==> src/verilog/access_gate_pkg.sv <==
// access_gate_pkg: shared encodings, sizes and reset values for the access gate
// assumes: included ahead of every design file of the gate
package access_gate_pkg;
   // lifecycle encodings (one-hot, sampled as a stable strap)
   localparam int LC_W = 6;
   typedef enum logic [5:0] {
      secure_dev_state    = 6'b00_0001,
      nonsecure_dev_state = 6'b00_0010,
      deployed_state      = 6'b00_0100,
      debug_locked_state  = 6'b00_1000,
      boot_locked_state   = 6'b01_0000,
      other_state         = 6'b10_0000
   } lifecycle_t;

   // debug levels
   typedef enum logic [1:0] {
      no_debug_level        = 2'h0,
      nonsecure_debug_level = 2'h1,
      full_debug_level      = 2'h2
   } debug_level_t;

   // serial port command kinds
   typedef enum logic [2:0] {
      CMD_PROGRAM = 3'h0,
      CMD_ERASE   = 3'h1,
      CMD_READ    = 3'h2,
      CMD_STATE   = 3'h3,
      CMD_QUERY   = 3'h4
   } port_cmd_t;

   // monitor and attribution sizes
   localparam int ADDR_W       = 32;
   localparam int DMA_REGIONS  = 8;
   localparam int ETH_REGIONS  = 4;
   localparam int MPU_REGIONS  = 8;
   localparam int CF_REGIONS   = 3;
   localparam int CF_REGIONS_B = 6;
   localparam int DF_REGIONS   = 2;
   localparam int SR_REGIONS   = 3;
   localparam int ATTR_REGIONS = CF_REGIONS_B + DF_REGIONS + SR_REGIONS;
   localparam int PERIPH_N     = 16;
   // master ids
   localparam logic [1:0] MST_CPU = 2'h0;
   localparam logic [1:0] MST_DMA = 2'h1;
   localparam logic [1:0] MST_DTC = 2'h2;
   localparam logic [1:0] MST_ETH = 2'h3;
   // reset values
   localparam logic [ADDR_W-1:0] ADDR_RST = 32'h0000_0000;
endpackage : access_gate_pkg

==> src/verilog/region_bus_if.sv <==
// region_bus_if: one monitor region table entry set between gate and checker
// assumes: driven by secure_access_gate, read by region_match
`timescale 1ns/1ns
interface region_bus_if #(parameter int N = 8);
   logic [31:0] base  [N];
   logic [31:0] limit [N];
   logic [N-1:0] enable;
   logic [31:0] addr;
   logic [N-1:0] hit;
   modport owner   (output base, output limit, output enable, output addr, input hit);
   modport checker_p (input base, input limit, input enable, input addr, output hit);
endinterface : region_bus_if

==> src/verilog/region_match.sv <==
// region_match: compares one address against a table of regions
// assumes: region table held by the owner; pure combinational
`timescale 1ns/1ns
module region_match #(parameter int N = 8) (
   // region table and address
   region_bus_if.checker_p rb
);
   // full 32-bit inclusive window compare, no sub-window
   genvar i;
   generate
      for (i = 0; i < N; i++) begin : g_cmp
         assign rb.hit[i] = rb.enable[i] && (rb.addr >= rb.base[i]) && (rb.addr <= rb.limit[i]);
      end
   endgenerate
endmodule : region_match

==> src/verilog/secure_access_gate.sv <==
// secure_access_gate: lifecycle gate for the serial port, bus master monitor,
// and fixed region attribution table.
// assumes: lifecycle strap stable around reset; masters keep request up one cycle
// Notes on behaviour
// - secure dev: serial port reaches all flash
// - nonsecure dev: serial port only nonsecure flash
// - deployed and debug locked deny flash
// - denied states still take state and query
// - boot locked: serial port ignored forever
// - monitor covers the whole 32-bit space
// - eight dma regions, four ethernet regions
// - violation gives reset or nmi by choice
// - per-region security attribute on dma regions only, secure writes only
// - dma region settings always readable by anyone
// - same attribution for cpu, dma, transfer
// - three or six code, two data, three sram
// - standby, backup, peripheral attributes, some dual
// - attribution changes only in boot mode
// - attribution frozen after boot mode exit
// - eight mpu regions per security domain
// - debug level follows lifecycle state
`timescale 1ns/1ns
module secure_access_gate
   import access_gate_pkg::*;
#(
   parameter int NDMA = access_gate_pkg::DMA_REGIONS,
   parameter int NETH = access_gate_pkg::ETH_REGIONS
) (
   // clock and reset
   input  wire logic                        clk,
   input  wire logic                        rstn,
   // lifecycle strap and boot mode
   input  wire access_gate_pkg::lifecycle_t lifecycleIn,
   input  wire logic                        bootMode,
   // serial programming port request
   input  wire logic                        portValid,
   input  wire access_gate_pkg::port_cmd_t  portCmd,
   input  wire logic                        portSecureArea,
   output logic                             portGrant,
   output logic                             portDeny,
   output logic                             portEnabled,
   output access_gate_pkg::debug_level_t    debugLevel,
   // monitor configuration write (secure-state qualified) and unqualified read
   input  wire logic                        cfgWrite,
   input  wire logic                        cfgSecure,
   input  wire logic                        cfgEth,
   input  wire logic [3:0]                  cfgIndex,
   input  wire logic [31:0]                 cfgBase,
   input  wire logic [31:0]                 cfgLimit,
   input  wire logic                        cfgEnable,
   input  wire logic                        cfgAttrSecure,
   input  wire logic                        cfgNmiSelect,
   input  wire logic [3:0]                  rdIndex,
   output logic [31:0]                      rdBase,
   output logic [31:0]                      rdLimit,
   output logic [1:0]                       rdFlags,
   // bus master access
   input  wire logic                        mstValid,
   input  wire logic [1:0]                  mstId,
   input  wire logic [31:0]                 mstAddr,
   input  wire logic                        mstSecure,
   output logic                             resetReq,
   output logic                             nmiReq,
   output logic [31:0]                      violAddr,
   output logic [1:0]                       violId,
   output logic                             violSecure,
   // region attribution programming (boot mode only)
   input  wire logic                        attrWrite,
   input  wire logic [3:0]                  attrIndex,
   input  wire logic                        attrSecure,
   input  wire logic                        dualBank,
   input  wire logic                        attrStandby,
   input  wire logic                        attrBackup,
   input  wire logic [PERIPH_N-1:0]         attrPeriph,
   input  wire logic [PERIPH_N-1:0]         periphDual,
   output logic [ATTR_REGIONS-1:0]          regionSecure,
   output logic                             standbySecure,
   output logic                             backupSecure,
   output logic [PERIPH_N-1:0]              periphSecure,
   output logic [PERIPH_N-1:0]              periphBoth,
   output logic [4:0]                       mpuRegionCount,
   output logic                             attrLocked
);
   import access_gate_pkg::*;

   ////////////////////////////////////////////////////////////////////////////////////////
   // lifecycle capture: strap caught by a clocked process while reset is held
   // the strap passes two flops; the second one freezes once reset lifts
   lifecycle_t lcSync_reg;
   lifecycle_t lcState_reg;
   always_ff @(posedge clk) begin
      lcSync_reg <= lifecycleIn;
      if (!rstn) lcState_reg <= lcSync_reg;
   end

   // decision is combinational on the captured state and the command kind
   function automatic logic flash_ok(input lifecycle_t lc, input logic sec);
      case (lc)
         secure_dev_state:    flash_ok = 1'b1;
         nonsecure_dev_state: flash_ok = !sec;
         default:             flash_ok = 1'b0;
      endcase
   endfunction : flash_ok

   wire logic isFlashCmd = (portCmd == CMD_PROGRAM) || (portCmd == CMD_ERASE) ||
                           (portCmd == CMD_READ);
   wire logic portAlive  = (lcState_reg != boot_locked_state);
   wire logic mgmtOk     = (portCmd == CMD_STATE) || (portCmd == CMD_QUERY);
   wire logic allowNow   = isFlashCmd ? flash_ok(lcState_reg, portSecureArea) : mgmtOk;
   wire logic grantNext  = portValid && portAlive && allowNow;
   wire logic denyNext   = portValid && portAlive && !allowNow;

   // debug level per lifecycle state
   debug_level_t dbgNext;
   always_comb begin
      case (lcState_reg)
         secure_dev_state:    dbgNext = full_debug_level;
         nonsecure_dev_state: dbgNext = nonsecure_debug_level;
         default:             dbgNext = no_debug_level;
      endcase
   end

   // port answer registers; boot locked state yields neither grant nor deny
   always_ff @(posedge clk) begin
      if (!rstn) begin
         portGrant   <= 1'b0;
         portDeny    <= 1'b0;
         portEnabled <= 1'b0;
         debugLevel  <= no_debug_level;
      end else begin
         portGrant   <= grantNext;
         portDeny    <= denyNext;
         portEnabled <= portAlive;
         debugLevel  <= dbgNext;
      end
   end

   ////////////////////////////////////////////////////////////////////////////////////////
   // monitor region tables
   region_bus_if #(.N(NDMA)) dmaRb ();
   region_bus_if #(.N(NETH)) ethRb ();
   logic [31:0]     dmaBase_reg  [NDMA];
   logic [31:0]     dmaLimit_reg [NDMA];
   logic [NDMA-1:0] dmaEn_reg;
   logic [NDMA-1:0] dmaSec_reg;
   logic [31:0]     ethBase_reg  [NETH];
   logic [31:0]     ethLimit_reg [NETH];
   logic [NETH-1:0] ethEn_reg;
   logic            nmiSel_reg;

   // only secure-state code may alter monitor settings and attributes
   wire logic cfgOk = cfgWrite && cfgSecure;

   genvar gi;
   generate
      for (gi = 0; gi < NDMA; gi++) begin : g_dma
         always_ff @(posedge clk) begin
            if (!rstn) begin
               dmaBase_reg[gi]  <= ADDR_RST;
               dmaLimit_reg[gi] <= ADDR_RST;
               dmaEn_reg[gi]    <= 1'b0;
               dmaSec_reg[gi]   <= 1'b0;
            end else if (cfgOk && !cfgEth && cfgIndex == 4'(gi)) begin
               dmaBase_reg[gi]  <= cfgBase;
               dmaLimit_reg[gi] <= cfgLimit;
               dmaEn_reg[gi]    <= cfgEnable;
               dmaSec_reg[gi]   <= cfgAttrSecure;
            end
         end
         assign dmaRb.base[gi]  = dmaBase_reg[gi];
         assign dmaRb.limit[gi] = dmaLimit_reg[gi];
      end
      for (gi = 0; gi < NETH; gi++) begin : g_eth
         always_ff @(posedge clk) begin
            if (!rstn) begin
               ethBase_reg[gi]  <= ADDR_RST;
               ethLimit_reg[gi] <= ADDR_RST;
               ethEn_reg[gi]    <= 1'b0;
            end else if (cfgOk && cfgEth && cfgIndex == 4'(gi)) begin
               ethBase_reg[gi]  <= cfgBase;
               ethLimit_reg[gi] <= cfgLimit;
               ethEn_reg[gi]    <= cfgEnable;
            end
         end
         assign ethRb.base[gi]  = ethBase_reg[gi];
         assign ethRb.limit[gi] = ethLimit_reg[gi];
      end
   endgenerate

   always_ff @(posedge clk) begin
      if (!rstn) nmiSel_reg <= 1'b0;
      else if (cfgOk) nmiSel_reg <= cfgNmiSelect;
   end

   assign dmaRb.enable = dmaEn_reg;
   assign dmaRb.addr   = mstAddr;
   assign ethRb.enable = ethEn_reg;
   assign ethRb.addr   = mstAddr;

   region_match #(.N(NDMA)) uDmaMatch (.rb(dmaRb.checker_p));
   region_match #(.N(NETH)) uEthMatch (.rb(ethRb.checker_p));

   // readback has no security qualifier on purpose: anyone may inspect
   wire logic        rdDmaOk = (32'(rdIndex) < NDMA);
   wire logic [2:0]  rdSel   = rdIndex[2:0];
   always_ff @(posedge clk) begin
      if (!rstn) begin
         rdBase  <= ADDR_RST;
         rdLimit <= ADDR_RST;
         rdFlags <= 2'h0;
      end else if (rdDmaOk) begin
         rdBase  <= dmaBase_reg[rdSel];
         rdLimit <= dmaLimit_reg[rdSel];
         rdFlags <= {dmaSec_reg[rdSel], dmaEn_reg[rdSel]};
      end else begin
         rdBase  <= ADDR_RST;
         rdLimit <= ADDR_RST;
         rdFlags <= 2'h0;
      end
   end

   ////////////////////////////////////////////////////////////////////////////////////////
   // violation detection; dma and transfer masters share the eight-entry table
   wire logic dmaClass  = (mstId == MST_DMA) || (mstId == MST_DTC);
   wire logic ethClass  = (mstId == MST_ETH);
   wire logic violation = mstValid && ((dmaClass && |dmaRb.hit) || (ethClass && |ethRb.hit));

   always_ff @(posedge clk) begin
      if (!rstn) begin
         resetReq   <= 1'b0;
         nmiReq     <= 1'b0;
         violAddr   <= ADDR_RST;
         violId     <= 2'h0;
         violSecure <= 1'b0;
      end else begin
         resetReq <= violation && !nmiSel_reg;
         nmiReq   <= violation && nmiSel_reg;
         if (violation) begin
            violAddr   <= mstAddr;
            violId     <= mstId;
            violSecure <= mstSecure;
         end
      end
   end

   ////////////////////////////////////////////////////////////////////////////////////////
   // attribution unit: writable in boot mode only, frozen on the first boot exit.
   // the freeze is sticky until reset so a later boot-mode glitch cannot reopen it.
   logic                    locked_reg;
   logic [ATTR_REGIONS-1:0] regSec_reg;
   logic                    bootSync1_reg;
   logic                    bootSync2_reg;
   // boot mode is a pin: two flops, and only the second one is read below
   always_ff @(posedge clk) begin
      bootSync1_reg <= bootMode;
      bootSync2_reg <= bootSync1_reg;
   end
   wire logic attrOpen   = bootSync2_reg && !locked_reg;
   wire logic [3:0] cfMax = dualBank ? 4'(CF_REGIONS_B) : 4'(CF_REGIONS);
   // index map: code flash 0..5, data flash 6..7, sram 8..10
   wire logic idxValid  = (attrIndex < cfMax) ||
                          ((attrIndex >= 4'(CF_REGIONS_B)) && (32'(attrIndex) < ATTR_REGIONS));

   always_ff @(posedge clk) begin
      if (!rstn) begin
         locked_reg    <= 1'b0;
         regSec_reg    <= '0;
         standbySecure <= 1'b1;
         backupSecure  <= 1'b1;
         periphSecure  <= '1;
         periphBoth    <= '0;
      end else begin
         if (!bootSync2_reg) locked_reg <= 1'b1;
         if (attrOpen && attrWrite) begin
            if (idxValid) regSec_reg[attrIndex] <= attrSecure;
            standbySecure <= attrStandby;
            backupSecure  <= attrBackup;
            periphSecure  <= attrPeriph;
            periphBoth    <= periphDual;
         end
      end
   end

   // one table serves cpu, dma and transfer masters alike
   always_ff @(posedge clk) begin
      if (!rstn) begin
         regionSecure   <= '0;
         attrLocked     <= 1'b0;
         mpuRegionCount <= 5'h00;
      end else begin
         regionSecure   <= regSec_reg;
         attrLocked     <= locked_reg;
         mpuRegionCount <= 5'(2 * MPU_REGIONS);
      end
   end
endmodule : secure_access_gate

==> config.mk <==
export PLATFORM = sky130hd
export DESIGN_NAME = secure_access_gate
export DESIGN_NICKNAME = d
export VERILOG_FILES = /design/src/verilog/access_gate_pkg.sv /design/src/verilog/region_bus_if.sv /design/src/verilog/region_match.sv /design/src/verilog/secure_access_gate.sv
export SDC_FILE = /design/constraint.sdc
export NUM_CORES = 2
export LEC_CHECK = 0
export ABC_AREA = 1
export BUFFER_PORTS_ARGS = -buffer_cell sky130_fd_sc_hd__buf_4
export CORE_MARGIN = 3
export CORE_UTILIZATION = 39
export DETAILED_ROUTE_END_ITERATION = 10
export PLACE_DENSITY_LB_ADDON = 0.12
export RECOVER_POWER = 50
export SLEW_MARGIN = 20
export SYNTH_ARGS = -nofsm -noshare
export SYNTH_HDL_FRONTEND = slang
export SYNTH_HIERARCHICAL = 1
export SYNTH_SLANG_ARGS = --single-unit
==> constraint.sdc <==
create_clock -name clk -period 10.25 [get_ports clk]
set_input_delay 2.05 -clock clk [delete_from_list [all_inputs] [get_ports clk]]
set_output_delay 2.05 -clock clk [all_outputs]
set_load 0.1 [all_outputs]
==> results.md <==
| Parameter | Reported |
| --- | --- |
| Status | finished with violations |
| Failing checks | max-capacitance violations, max-slew violations |
| Maximum number of pins on one net before global-route repair | 152 |
| Combinational fraction of design power | 0.158 |
| Slowest CP cell | sky130_fd_sc_hd__nand2_1 |
| Yosys top cell by area | sky130_fd_sc_hd__edfxtp_1 |
| Via count of the first global-routing pass | 46,500 |
| Register-to-register setup slack | 6.63 ns |
| Peak supply drop | 0.000151 V |
| Clock power share | 0.407 |
| RSZ-0062 raised after global routing | false |
| Total length of routed wires | 205,000 um |
| Start of the worst register-to-register path | dmaBase_reg[6][2]$_SDFFCE_PN0P_ |
| CP arrival | 6.18 ns |
| Worst slew margin relative to its limit | -2.25 |
| Root buffer cell | sky130_fd_sc_hd__clkbuf_16 |
| Top library cells by usage in the layout, fill and taps aside | sky130_fd_sc_hd__nor2_1, sky130_fd_sc_hd__inv_1, sky130_fd_sc_hd__nand2_1 |
| Startpoint of the most critical hold path | bootSync1_reg$_DFF_P_ |
| Number of buffers added by the clock tree synthesis step | 116 |
| Share of the cycle needed by the critical path after routing | 0.643 |
| Length of the first detailed-routing pass in iterations | 6 |
| Number of vias per cell after detailed routing | 5.17 |
| Setup Total Neg Slack | 0 ns |
| Leading post-synthesis cells by cell area | sky130_fd_sc_hd__edfxtp_1, sky130_fd_sc_hd__ha_1, sky130_fd_sc_hd__nor2_1 |
| # rows | 141 |
| Leak Pwr | 31.6 nW |
| Detailed Route Iter0 Violations | 4,073 |
| Post-route setup slack | 3.66 ns |
| GR Overflow Total | 0 |
| Count of distinct cell types in the synthesized netlist | 33 |
| Syn. warnings | 6 |
| Post-layout total power | 10.4 mW |
| Register share of total power | 0.435 |
| Worst reg2reg path endpoint | violAddr[27]$_SDFFE_PN0P_ |
| Post-Synthesis Cells | 6,992 |
| Critical Path Source Type | primary input |
| Antenna violations before repair | 9 |
| Required time at the worst-slack endpoint | 9.84 ns |
| Starting utilization of the core area | 0.396 |
| Worst setup path class | in2reg |
| End of the worst hold path | bootSync2_reg$_DFF_P_ |
| Core Region | 0.149 sq mm |
| DP HPWL | 138,000 um |
| Number of nets at the end of the flow | 8,120 |
| Endpoint kind of the worst setup timing path | register |
| Cell class contributing the biggest share of worst-path delay | simple AND/OR/NAND/NOR gates |
| Pwr dens | 157 mW/mm^2 |
| Number of failing hold endpoints at the final stage | 0 |
| Fin. max-slew vios | 866 |
| Portion of synthesized cell area occupied by the leading cell type | 0.395 |
| Post-detailed-route count of antenna-violating nets | 0 |
| Post-synthesis register bit count | 970 |
| Sequential area share after synthesis | 0.462 |
| Worst reg-to-reg path cell count | 20 |
| Relative area change from synthesis to final layout | 13.1% |
| Overall via count from detail_route | 48,000 |
| Residual DRC | 0 |
| Final RePlAce weighted congestion | 0.871 |
| Net Sw Power | 3.05 mW |
| Bufs and invs on worst path | 1 |
| Mean Syn Cell Area | 8.41 sq um |
| Largest incremental delay on the critical path | 2.82 ns |
| Port Buffer Count | 323 |
| Horizontal extent of the die | 394 um |
| Worst clock skew | 0.0512 ns |
| CP cell instances | clkbuf_1 > nand2_1 |
| Number of I/O pins | 328 |
| P_int | 7.37 mW |
| Worst hold slack | 0.336 ns |
| Number of cells on the worst hold path | 0 |
| Most frequent standard cell in the layout excluding fill and tap cells | sky130_fd_sc_hd__nor2_1 |
| Num Clock Sinks | 970 |
| Setup repair bufs after CTS | 0 |
| HP Class | reg2reg |
| Count of hold-fix buffers inserted at cts | 0 |
| Share of layout cells above drive strength 1 | 0.0734 |
| Count of max-cap constraint violations | 25 |
| Clock-pin slew of the registers on the worst-case setup and hold paths | 0.06 ns |
| CP max FO | 64 |
| Net Sw Frac | 0.293 |
| CTS-repair resized insts | 0 |
| Final setup fails | 0 |
| Transition time at the pin with the least slew margin | 4.88 ns |
| TritonCTS clock tree | yes |
| Minimum clock period after layout | 6.59 ns |
| Area of the die | 0.156 sq mm |
| Mapped cell area | 0.0588 sq mm |
| Max Clk Rate | 152 MHz |
| Overall die height | 394 um |
| Wire length of the first global-routing pass | 301,000 um |
| Worst setup slack after placement | 4.59 ns |
| Insertion delay to the later sink of the worst-skew pair | 0.77 ns |
| Final core occ | 0.448 |
| Average routed wire per standard cell | 22.1 um |
| Number of levels the H-tree was split into | 3 |
| All-layer global routing usage | 0.257 |
| Worst-case clock buffer depth | 3 |
[power by group through the flow]
stage / sequential (mW) / clock, mW / combinational, mW
floorplan: 4.77 / 0 / 0.879
detailed placement: 4.61 / 0 / 1.64
global route: 4.55 / 4.47 / 1.82
global placement: 4.61 / 0 / 1.61
finish: 4.53 / 4.24 / 1.65
CTS: 4.53 / 4.32 / 1.65
[routing by layer]
layer	up-vias	track usage	wire length, um
li1	23100	-	-
met1	23100	0.352	91500
met2	1500	0.425	94800
met3	283	0.0323	12500
met4	0	0.0786	6320
met5	-	0	0
[cell usage after synthesis]
master                     count
sky130_fd_sc_hd__a21o_1       22
sky130_fd_sc_hd__a21oi_1     406
sky130_fd_sc_hd__a31oi_1       1
sky130_fd_sc_hd__and2_1        9
sky130_fd_sc_hd__and2_2        1
sky130_fd_sc_hd__and2_4        4
sky130_fd_sc_hd__and3b_1       4
sky130_fd_sc_hd__buf_1        27
sky130_fd_sc_hd__buf_2        70
sky130_fd_sc_hd__buf_4        24
sky130_fd_sc_hd__buf_6         9
sky130_fd_sc_hd__clkbuf_1    173
sky130_fd_sc_hd__conb_1        1
sky130_fd_sc_hd__dfxtp_1     196
sky130_fd_sc_hd__edfxtp_1    774
sky130_fd_sc_hd__ha_1        770
sky130_fd_sc_hd__inv_1      1102
sky130_fd_sc_hd__inv_2         6
sky130_fd_sc_hd__nand2_1    1093
sky130_fd_sc_hd__nand3_1     116
sky130_fd_sc_hd__nand3_2       1
sky130_fd_sc_hd__nand4_1      58
sky130_fd_sc_hd__nor2_1     1559
sky130_fd_sc_hd__nor2_2       11
sky130_fd_sc_hd__nor2_4        1
sky130_fd_sc_hd__nor3_1       34
sky130_fd_sc_hd__nor3b_1       1
sky130_fd_sc_hd__nor4_1        2
sky130_fd_sc_hd__o211ai_1     65
sky130_fd_sc_hd__o21a_1       46
sky130_fd_sc_hd__o21ai_0     327
sky130_fd_sc_hd__o21ai_1       1
sky130_fd_sc_hd__o22ai_1      78
[area by class of cell]
type                       instances  area, sq um
fill                           14800        82200
sequential                       970        27200
multi-input combinational       4614        26200
inverter                        1108         4170
clock buffer                     170         3360
timing repair buffer             371         2620
tap                             2002         2500
clock inverter                    52          528
antenna                            1         2.50
[cells by family after synthesis]
kind of cell / Yosys count / synth area share
other cells: 1 / 0.0000637
compound gates: 946 / 0.0878
buf+inv: 1411 / 0.0942
simple gates: 2894 / 0.192
fa+ha+maj: 770 / 0.164
flops: 970 / 0.462
[through the flow]
step	instance area, sq um	instances
after floorplan	58800	6995
after global placement	62900	9062
after detailed placement	63000	9063
after CTS	66900	9285
after global routing	66600	9287
final	66600	9288
[worst max path at each step]
stage               slack [ns]  cells after the start                           endpoint   startpoint
detailed placement        4.59                     21          violAddr[15]$_SDFFE_PN0P_   mstAddr[0]
CTS                       5.38                     21          violAddr[15]$_SDFFE_PN0P_   mstAddr[0]
global route              3.52                      2  ethLimit_reg[3][26]$_SDFFCE_PN0P_         rstn
finish                    3.66                      2  ethLimit_reg[3][26]$_SDFFCE_PN0P_         rstn
global placement          4.61                     21           violAddr[4]$_SDFFE_PN0P_   mstAddr[0]
floorplan                 2.66                      3    dmaBase_reg[3][0]$_SDFFCE_PN0P_  cfgIndex[3]
No activity file was read; power rests on OpenSTA's default activity.
